`src/tcm_consts.vh`:
```
// constants for the 16-bit compare-output timer block
`ifndef TCM_CONSTS_VH
`define TCM_CONSTS_VH
`define TCM_WGM_NORMAL 4'h0
`define TCM_WGM_CTC_A 4'h4
`define TCM_WGM_CTC_CAP 4'hc
`define TCM_COM_NONE 2'h0
`define TCM_COM_TOGGLE 2'h1
`define TCM_COM_CLEAR 2'h2
`define TCM_COM_SET 2'h3
`define TCM_CNT_MAX 16'hffff
`define TCM_CNT_BOTTOM 16'h0000
`define TCM_CS_STOP 3'h0
`define TCM_CS_DIV1 3'h1
`define TCM_CS_DIV8 3'h2
`define TCM_CS_DIV64 3'h3
`define TCM_CS_DIV256 3'h4
`define TCM_CS_DIV1024 3'h5
`define TCM_DIV8_LAST 10'h007
`define TCM_DIV64_LAST 10'h03f
`define TCM_DIV256_LAST 10'h0ff
`define TCM_DIV1024_LAST 10'h3ff
`define TCM_PRE_ZERO 10'h000
`define TCM_PRE_ONE 10'h001
`endif

```
`src/tcm_timer.v`:
```
// 16-bit timer: prescaler, normal and clear-on-match counting, compare output latches
// Summary of operation
// - reset clears each output latch to zero
// - nonzero mode bits route latch to pin
// - pin direction bit still gates the driver
// - software can preset latch before enabling pin
// - mode zero leaves latch unchanged on match
// - new mode acts from next match on
// - force strobe applies action immediately, non-PWM
// - mode bits never affect counting sequence
// - mode bits select set, clear, toggle
// - mode 0 counts up, wraps ffff to 0
// - overflow flag sets when count steps on from ffff
// - overflow flag clears on interrupt execution
// - counter writable any time in normal mode
// - mode 4 clears on A, 12 on capture
// - top sets A match or capture flag
// - top unbuffered; missed match wraps past ffff
// - A toggles each match with mode 1
// - toggle frequency clk over 2N(1+A)
// - prescaler offers 1, 8, 64, 256, 1024
// - clear-on-match mode overflow on max rollover
// - match flag sets next timer cycle
// - forced compare touches latch only
// - counter write blocks next-cycle matches
// - writing one clears flag; interrupt clears too
`timescale 1ns/1ns
`include "tcm_consts.vh"

module tcm_timer #(
  parameter CNT_W = 16
) (
  // clock and reset
  input wire ref_clk,
  input wire reset_n,
  // configuration
  input wire [3:0] waveformGenMode,
  input wire [2:0] clockSelect,
  input wire [1:0] chanAOutputMode,
  input wire [1:0] chanBOutputMode,
  // counter access
  // a write lands on the next edge and beats a tick in the same cycle
  input wire counterWrite,
  input wire [CNT_W-1:0] counterWriteData,
  output wire [CNT_W-1:0] counterValue,
  // compare and capture values
  // all three are compared live: no shadow copy in these modes
  input wire [CNT_W-1:0] chanACompareValue,
  input wire [CNT_W-1:0] chanBCompareValue,
  input wire [CNT_W-1:0] captureValue,
  // force strobes, one per channel
  // a force outside the non-pwm modes is ignored
  input wire forceA,
  input wire forceB,
  // flag clearing: write-one strobes and interrupt acknowledges
  input wire clearOverflow,
  input wire clearMatchA,
  input wire clearMatchB,
  input wire clearCapture,
  input wire ackOverflow,
  input wire ackMatchA,
  input wire ackMatchB,
  input wire ackCapture,
  // flags
  // each flag stands until a clear or an acknowledge removes it
  output wire overflowFlag,
  output wire chanAMatchFlag,
  output wire chanBMatchFlag,
  output wire captureFlag,
  // port pins for the two compare outputs
  // the enable is the port direction bit, untouched by the timer
  input wire portValueA,
  input wire portValueB,
  input wire chanAPinDirection,
  input wire chanBPinDirection,
  output wire chanAOutputLatch,
  output wire chanBOutputLatch,
  output wire pinOutA,
  output wire pinOutB,
  output wire pinOeA,
  output wire pinOeB
);

  // prescaler state
  reg [9:0] preCnt_ff;
  reg [9:0] nxt_preCnt;
  reg [9:0] preLast;
  reg tick;
  // counter and flags
  reg [CNT_W-1:0] cnt_ff;
  reg [CNT_W-1:0] nxt_cnt;
  // flags set by hardware, cleared by software or acknowledge
  reg ovf_ff;
  reg capFlag_ff;
  reg [1:0] matchFlag_ff;
  reg [1:0] ocLatch_ff;
  // one timer cycle of match blocking after a counter write
  reg block_ff;
  // pairs gathered for the per-channel generate
  // mode bits packed two per channel, channel a in the low pair
  wire [3:0] comMode;
  wire [1:0] forceStb;
  wire [1:0] chanMatch;
  wire [1:0] clrMatch;
  wire [CNT_W-1:0] cmpVal [0:1];
  wire nonPwm;
  wire ctcA;
  wire ctcCap;
  wire capMatch;
  wire atMax;
  wire topHit;
  // a real match counts only on a tick with no counter write in play;
  // a write in the same cycle blocks too, since the old count is gone
  wire matchOk;

  // division terminal count per clock select; stop gives no tick
  // the divider restarts from zero on every tick, so a change of select
  // while running can give one short first period; passing through stop
  // always starts a clean count
  always @* begin
    preLast = `TCM_PRE_ZERO;
    tick = 1'b0;
    case (clockSelect)
      `TCM_CS_DIV1: begin
        // undivided: every clock is a timer cycle
        tick = 1'b1;
      end
      `TCM_CS_DIV8: begin
        preLast = `TCM_DIV8_LAST;
        tick = (preCnt_ff >= preLast);
      end
      `TCM_CS_DIV64: begin
        preLast = `TCM_DIV64_LAST;
        tick = (preCnt_ff >= preLast);
      end
      `TCM_CS_DIV256: begin
        preLast = `TCM_DIV256_LAST;
        tick = (preCnt_ff >= preLast);
      end
      `TCM_CS_DIV1024: begin
        preLast = `TCM_DIV1024_LAST;
        tick = (preCnt_ff >= preLast);
      end
      default: begin
        // stop and unused codes, so a stray code never runs the timer
        tick = 1'b0;
      end
    endcase
    // free-running divider; stopped select holds it at zero
    if (clockSelect == `TCM_CS_STOP || tick) begin
      nxt_preCnt = `TCM_PRE_ZERO;
    end else begin
      nxt_preCnt = preCnt_ff + `TCM_PRE_ONE;
    end
  end

  // prescaler register
  // ten bits cover the largest division; smaller ones use the low bits
  always @(posedge ref_clk or negedge reset_n) begin
    if (!reset_n) begin
      preCnt_ff <= `TCM_PRE_ZERO;
    end else begin
      preCnt_ff <= nxt_preCnt;
    end
  end

  // mode decode: only the waveform mode bits steer counting
  // pwm codes are not decoded here; they count up with no top and no
  // overflow flag, and force strobes are ignored in them
  assign nonPwm = (waveformGenMode == `TCM_WGM_NORMAL) || ctcA || ctcCap;
  assign ctcA = (waveformGenMode == `TCM_WGM_CTC_A);
  assign ctcCap = (waveformGenMode == `TCM_WGM_CTC_CAP);
  assign capMatch = (cnt_ff == captureValue);
  assign atMax = (cnt_ff == `TCM_CNT_MAX);
  // blocking covers the write cycle and the first tick after it
  assign matchOk = tick && !counterWrite && !block_ff;
  // top compares live registers, so a lowered top is simply missed
  // and the count has to run through ffff and wrap before it matches
  assign topHit = matchOk && ((ctcA && chanMatch[0]) || (ctcCap && capMatch));

  // channel vectors: index 0 is channel a, index 1 is channel b
  assign comMode = {chanBOutputMode, chanAOutputMode};
  assign forceStb = {forceB, forceA};
  // write-one clear and interrupt acknowledge act alike on a flag
  assign clrMatch = {clearMatchB | ackMatchB, clearMatchA | ackMatchA};
  assign cmpVal[0] = chanACompareValue;
  assign cmpVal[1] = chanBCompareValue;

  // next count: software write wins, else step on tick
  // a write is taken even while stopped, and it never raises overflow
  always @* begin
    nxt_cnt = cnt_ff;
    if (counterWrite) begin
      nxt_cnt = counterWriteData;
    end else if (tick) begin
      if (topHit) begin
        nxt_cnt = `TCM_CNT_BOTTOM;
      end else begin
        // mode 0 and a missed top both wrap through ffff
        nxt_cnt = cnt_ff + {{(CNT_W-1){1'b0}}, 1'b1};
      end
    end
  end

  // counter, overflow flag, capture flag, match blocking
  // the overflow flag acts as a seventeenth count bit: counting only
  // ever sets it, software or the interrupt clears it
  always @(posedge ref_clk or negedge reset_n) begin
    if (!reset_n) begin
      cnt_ff <= `TCM_CNT_BOTTOM;
      ovf_ff <= 1'b0;
      capFlag_ff <= 1'b0;
      block_ff <= 1'b0;
    end else begin
      cnt_ff <= nxt_cnt;
      // block lasts until the next timer tick has passed
      // a write in the cycle of a tick keeps the block for the tick after
      if (counterWrite) begin
        block_ff <= 1'b1;
      end else if (tick) begin
        block_ff <= 1'b0;
      end
      // set beats clear in the same cycle
      // a top hit at ffff in a clear-on-match mode flags overflow as well
      if (tick && nonPwm && atMax && !counterWrite) begin
        ovf_ff <= 1'b1;
      end else if (clearOverflow || ackOverflow) begin
        ovf_ff <= 1'b0;
      end
      // no capture unit here: only a capture-register top hit sets it
      if (tick && ctcCap && topHit) begin
        capFlag_ff <= 1'b1;
      end else if (clearCapture || ackCapture) begin
        capFlag_ff <= 1'b0;
      end
    end
  end

  // per-channel compare, flag and output latch
  // each channel owns its own bits of the flag and latch vectors, so
  // no bit has more than one driver
  genvar ch;
  generate
    for (ch = 0; ch < 2; ch = ch + 1) begin : gChan
      reg latchNext;
      assign chanMatch[ch] = (cnt_ff == cmpVal[ch]);
      // action computed from current mode bits, so changes hit next match
      // force and match share this action, so both obey the same mode
      always @* begin
        case (comMode[ch*2 +: 2])
          `TCM_COM_TOGGLE: begin
            latchNext = ~ocLatch_ff[ch];
          end
          `TCM_COM_CLEAR: begin
            latchNext = 1'b0;
          end
          `TCM_COM_SET: begin
            latchNext = 1'b1;
          end
          default: begin
            // mode zero: no action, the latch holds
            latchNext = ocLatch_ff[ch];
          end
        endcase
      end
      always @(posedge ref_clk or negedge reset_n) begin
        if (!reset_n) begin
          matchFlag_ff[ch] <= 1'b0;
          ocLatch_ff[ch] <= 1'b0;
        end else begin
          // flag set on the tick that sees equality; set wins over clear
          if (matchOk && chanMatch[ch]) begin
            matchFlag_ff[ch] <= 1'b1;
          end else if (clrMatch[ch]) begin
            matchFlag_ff[ch] <= 1'b0;
          end
          // force acts at once and touches neither flag nor counter
          // forcing is also how software presets the pin before enabling it
          if (forceStb[ch] && nonPwm) begin
            ocLatch_ff[ch] <= latchNext;
          end else if (matchOk && chanMatch[ch]) begin
            // toggling on each top hit gives a period of two top cycles
            ocLatch_ff[ch] <= latchNext;
          end
        end
      end
    end
  endgenerate

  // outputs
  // flags and latches come straight from flip-flops
  assign counterValue = cnt_ff;
  assign overflowFlag = ovf_ff;
  assign chanAMatchFlag = matchFlag_ff[0];
  assign chanBMatchFlag = matchFlag_ff[1];
  assign captureFlag = capFlag_ff;
  assign chanAOutputLatch = ocLatch_ff[0];
  assign chanBOutputLatch = ocLatch_ff[1];
  // override source only; direction stays with the port bit
  assign pinOutA = (chanAOutputMode != `TCM_COM_NONE) ? ocLatch_ff[0] : portValueA;
  assign pinOutB = (chanBOutputMode != `TCM_COM_NONE) ? ocLatch_ff[1] : portValueB;
  assign pinOeA = chanAPinDirection;
  assign pinOeB = chanBPinDirection;

endmodule

```
`config.mk`:
```
export PLATFORM = sky130hd
export DESIGN_NAME = tcm_timer
export DESIGN_NICKNAME = d
export VERILOG_FILES = /design/src/tcm_timer.v
export VERILOG_INCLUDE_DIRS = /design/src
export SDC_FILE = /design/constraint.sdc
export NUM_CORES = 1
export LEC_CHECK = 0
export BUFFER_PORTS_ARGS = -buffer_cell sky130_fd_sc_hd__buf_2
export CAP_MARGIN = 30
export CORE_MARGIN = 2
export CORE_UTILIZATION = 48
export DETAILED_ROUTE_END_ITERATION = 16
export GPL_TIMING_DRIVEN = 0
export PLACE_DENSITY = 0.8
export REMOVE_ABC_BUFFERS = 1
export SLEW_MARGIN = 5
export SYNTH_ARGS = -nofsm -noshare
export SYNTH_HDL_FRONTEND = slang
export SYNTH_SLANG_ARGS = --single-unit
```
`constraint.sdc`:
```
create_clock -name ref_clk -period 2.43 [get_ports ref_clk]
set_input_delay 0.3645 -clock ref_clk [delete_from_list [all_inputs] [get_ports ref_clk]]
set_output_delay 0.3645 -clock ref_clk [all_outputs]
set_load 0.005 [all_outputs]
```
=== After elaboration in Yosys (flattened, before gate mapping) ===
Index checks and enable logic that the tools add are counted.

* Eq/ne operators: 17
* $add $sub $neg: 2
* Order comparisons: 4
* Reduce and logical (&&, ||, !) cells: 33
* Mux-type cells: 23
* Bitwise logic cells: 4

{| class="wikitable"
|+ Operators by type and width
! kind !! count
|-
| equality test 16 bit || 3
|-
| two-way mux 16 bit || 3
|-
| nonzero test 2 bit || 9
|-
| adder 16 x 1 -> 16 bit (second input constant) || 1
|-
| equality test 16 bit (second input constant) || 1
|-
| two-way mux 1 bit || 16
|-
| logical AND 1 bit || 14
|-
| adder 10 x 1 -> 10 bit (second input constant) || 1
|-
| greater-or-equal comparator 10 bit (second input constant) || 1
|-
| greater-or-equal comparator 10 x 3 -> 1 bit (second input constant) || 1
|-
| greater-or-equal comparator 10 x 6 -> 1 bit (second input constant) || 1
|-
| greater-or-equal comparator 10 x 8 -> 1 bit (second input constant) || 1
|-
| two-way mux 10 bit || 1
|-
| equality test 2 bit (second input constant) || 4
|-
| equality test 3 x 2 -> 1 bit (second input constant) || 2
|-
| equality test 3 bit (second input constant) || 2
|-
| logical OR 1 bit || 6
|-
| case mux 1 bit (3 select lines) || 2
|-
| case mux 1 bit (5 select lines) || 1
|-
| equality test 2 x 1 -> 1 bit (second input constant) || 2
|-
| equality test 4 x 3 -> 1 bit (second input constant) || 1
|-
| equality test 4 bit (second input constant) || 1
|-
| logical NOT 4 bit || 1
|-
| equality test 3 x 1 -> 1 bit (second input constant) || 1
|-
| other kinds (4) || 7
|}

* Output and inout port bits: 26
* Bits in registers: 33
* Logic and storage cells: 92
* Input bits: 92

=== Depth between registers and ports, before layout ===
* Word-level depth: 8
* Mapped depth: 8
* Mapped depth without buffers: 7

=== Least setup slack after synthesis ===
Ideal clock, no wire load.

* Kind: reg-to-reg
* Start: register cnt_ff[13], in the netlist counterValue[13]
* End: register cnt_ff[7], in the netlist counterValue[7]
* Required time: 2,304 ps
* Path slack: 234 ps
* Buffers on the path: 2
* Setup time: 126 ps
* Cell stages (with the launch flop): 9
* Clock period less this slack: 2,196 ps
* Arrival: 2,069 ps
* Path through: dfrtp_1 -> buf_4 -> xor2_1 -> or4_1 -> nor3_2 -> a221oi_2 -> buf_6 -> a22o_1 -> a221o_1

* Cells in the longest elaborated chain, start to end: 7
* Elaborated cells on any way between the ends: 9
* Classes of those cells: eq/ne (2); mux (3); reduce/logical (4)

{| class="wikitable"
|+ Ends and longest elaborated chain
! item !! line !! text
|-
| start, declared || tcm_timer.v:90 || <nowiki>reg [CNT_W-1:0] cnt_ff;</nowiki>
|-
| start signal, assigned || tcm_timer.v:210 || <nowiki>cnt_ff <= `TCM_CNT_BOTTOM;</nowiki>
|-
| start signal, assigned || tcm_timer.v:215 || <nowiki>cnt_ff <= nxt_cnt;</nowiki>
|-
| equality test 16 bit (on tied branches) || tcm_timer.v:246, tcm_timer.v:173 ||
|-
| logical AND 1 bit || tcm_timer.v:179 || <nowiki>assign topHit = matchOk && ((ctcA && chanMatch[0]) || (ctcCap && capMatch));</nowiki>
|-
| logical OR 1 bit (*) || tcm_timer.v:179 ||
|-
| logical AND 1 bit (*) || tcm_timer.v:179 ||
|-
| two-way mux 16 bit (*) || tcm_timer.v:196 || <nowiki>if (topHit) begin</nowiki>
|-
| two-way mux 16 bit (*) || tcm_timer.v:195 || <nowiki>end else if (tick) begin</nowiki>
|-
| two-way mux 16 bit (*) || tcm_timer.v:193 || <nowiki>if (counterWrite) begin</nowiki>
|}

Every way passes the cells marked *; elsewhere a longest branch is shown, timed or not. The select of a mux whose other input is x is not followed.
A chain may end at the register's enable or synchronous reset.

=== Worst setup path in the final report ===
* Start: register cnt_ff[13], in the netlist counterValue[13]
* End: register cnt_ff[10], in the netlist counterValue[10]

Same word-level chain as after synthesis.

==> results.md <==
* Drt pass-1 iters at 5
* Number of antenna violations at the first check in global routing at 0
* Fin Clk Skew at around 0.0040 ns
* Worst Setup Start Kind: flop
* Design area at about 0.0035 sq mm
* Non-filler cells, final at 502
* Metal1 wirelength at 3.28 mm
* Setup Viol. Count Final at 0
* Leakage power at 1.63 nW
* Layout cells sized above 1 at 0.370
* Final period util at 0.969
* Ranking of synthesized cells by area: dfrtp_1 (31%), xnor2_1 (13%), xor2_1 (5.9%), nor2_1 (4.2%), nand2_1 (4.1%)
* R2R depth at 7
* Synth Flop Type: dfrtp_1
* Core box area at 0.00544 sq mm
* Critical-path cell list: xor2_1 -> or4_4 -> nor3_4 -> a221oi_4 -> buf_6 -> and2_1 -> a221o_1
* Highest metal used: met4
* Yosys top cell by area: dfrtp_1
* Area fraction of the dominant cell type after synthesis at 0.310
* Commonest cells post-synth: xnor2_1 (40), dfrtp_1 (33), nor2_1 (30), nand2_1 (29), xor2_1 (18)
* Global-route wire length before repair at 13.1 mm
* Via count at 2913
* Count leader, synth: xnor2_1
* Post-route ant nets at 0
* RePlAce Congestion at around 0.94
* Mapped Avg Cell Area at 8.30 sq um
* CP delay by family, top: simple AND/OR/NAND/NOR gates
* Synth cell types at 49
* Reg-to-Reg Start: counterValue[13]$_DFFE_PN0P_
* Wire per inst at about 16 um
* Worst Setup End Kind: flop
* Met3 routed WL at 723 um
* Crit path DAT at 2.54 ns
* Nets@finish at 523
* GRT Total Usage at 0.269
* Max Cap Viol at 0
* Max VDD drop at 0.288 mV
* Number of cell rows at 27
* Clock Tree Root: clkbuf_8
* WS Path Type: reg2reg
* Power, Total at around 2.1 mW
* Clk sinks at 33
* Rel. slew slack at 0.500
* Placed Area at roughly 0.0032 sq mm
* Die Area at 0.00616 sq mm
* FF-to-FF End: counterValue[10]$_DFFE_PN0P_
* Clock-pin slew on the worst setup and hold paths at 0.08 ns
* Power per standard cell area at 594 mW/mm^2
* Synthesis-to-finish area growth at 31.7%
* Status: complete, no violations
* DPL Wire Length at about 6.0 mm
* Asr flop ratio synth at 1.00
* EDFF count, synth at 0
* Die H at 78.5 um
* RSZ-0062 raised after global routing: no
* WP buf/inv at 1
* Initial Utilization at 0.490
* Worst Hold Margin at roughly 0.13 ns
* R2R setup slack at 0.07 ns
* CP max stage delay at 0.54 ns
* Num CTS Buffers at 5
* Setup slack after placement at -0.142 ns
* Highest Clock Rate at 425 MHz
* Synthesized area at 0.00266 sq mm
* Io pins at 118
* Synth Instances at 321
* Largest net degree at the start of global routing at 34
* Post-route setup slack at 0.0746 ns
* Fin. Hold Viols at 0
* Clock latency on the worst-skew pair at just under 0.3 ns
* HP Class: in2async
* Metal2 WL at between 3 and 4 mm
* Antenna diodes at 0
* Fin. max-slew vios at 0
* DRT Wirelength at 8.24 mm
* CTS max path bufs at 2
* CP max FO at 12
* DRC viols at 0
* Yosys warning total at 0
* Global route total overflow at 0
* Initial drt markers at ~270
* Vias in the first global route at 2736
* H-tree Lvls at 2
* Crit path max-delay cell type: or4_4
* I/O Buffers at 113
* Sequential area share after synthesis at 0.310
* Period minus WS final at approximately 2.4 ns
* Die X at 78.5 um
* Seq cells post-synth at 33
* Via-to-Cell Ratio at 5.80
* Worst EP required at 2.61 ns
* DP Cell Count at just under 500
* Worst Tran Pin Value at 0.750 ns
* CTS tree: built
how the worst max path moves through the flow:
stage | from | end | slack [ns] | cells after the start
finish | counterValue[13]$_DFFE_PN0P_ | counterValue[10]$_DFFE_PN0P_ | 0.07 | 7
global placement | counterValue[7]$_DFFE_PN0P_ | counterValue[10]$_DFFE_PN0P_ | -0.17 | 6
CTS | counterValue[13]$_DFFE_PN0P_ | counterValue[10]$_DFFE_PN0P_ | 0.002 | 7
detailed placement | preCnt_ff[0]$_DFF_PN0_ | chanBOutputLatch$_DFFE_PN0P_ | -0.14 | 7
global route | preCnt_ff[8]$_DFF_PN0_ | preCnt_ff[3]$_DFF_PN0_ | 0.005 | 7
floorplan | counterValue[14]$_DFFE_PN0P_ | counterValue[10]$_DFFE_PN0P_ | 0.24 | 6
where the power goes:
group	total [mW]	leakage [nW]	internal, mW	switching (mW)
clock network	0.535	0.0543	0.307	0.228
registers	0.821	0.392	0.633	0.188
logic	0.729	1.18	0.371	0.357
total	2.08	1.63	1.31	0.773
per-stage QoR:
step / util / TNS (ns)
6_report: 0.645 / 0
5_1_grt: 0.645 / 0
4_1_cts: 0.619 / 0
3_5_place_dp: 0.588 / -1.20
3_3_place_gp: 0.585 / -2.42
2_1_floorplan: - / 0
logic make-up after synthesis:
| kind of cell | Yosys count | synth area share |
|---|---|---|
| simple gates | 127 | 0.241 |
| flops | 33 | 0.310 |
| xor+xnor | 58 | 0.191 |
| fa+ha+maj | 2 | 0.00939 |
| compound gates | 62 | 0.176 |
| buf+inv | 38 | 0.0690 |
| mux | 1 | 0.00423 |
repair_timing:
action | 4_1_cts | 5_1_grt
resized for setup | 10 | 12
hold buffers | 0 | 0
gates cloned | 0 | 0
pin swaps | 0 | 3
setup buffers | 1 | 10
setup endpoints to repair | 14 | 11
metal layers:
layer,track usage,up-vias
met4,0.0895,0
li1,-,1350
met3,0.0437,40
met1,0.346,1332
met2,0.458,191
met5,0,-
cell usage in the layout, fill, tap and decap left out, types with 7 or more instances in the layout:
master / instances
inv_1: 13
buf_4: 9
nand2_1: 28
nand3_1: 14
dfrtp_2: 9
dfrtp_1: 24
xnor2_1: 38
and2_1: 7
buf_2: 114
xor2_1: 18
nor2_1: 30
o21ai_0: 11
nand4_1: 14
area by class of cell:
class                      instances  area (sq um)
fill                             455          1930
clock inverter                     3          46.3
sequential                        33           837
inverter                          13          48.8
tap                               72          90.1
timing repair buffer             126           689
clock buffer                       5          68.8
multi-input combinational        250          1730
sequential cells by signal, indices dropped and copies added, names as in the netlist:
name,count
chanBOutputLatch,1
preCnt_ff,10
counterValue,16
chanBMatchFlag,1
captureFlag,1
chanAMatchFlag,1
block_ff,1
overflowFlag,1
chanAOutputLatch,1
(Power assumes the default switching activity.)
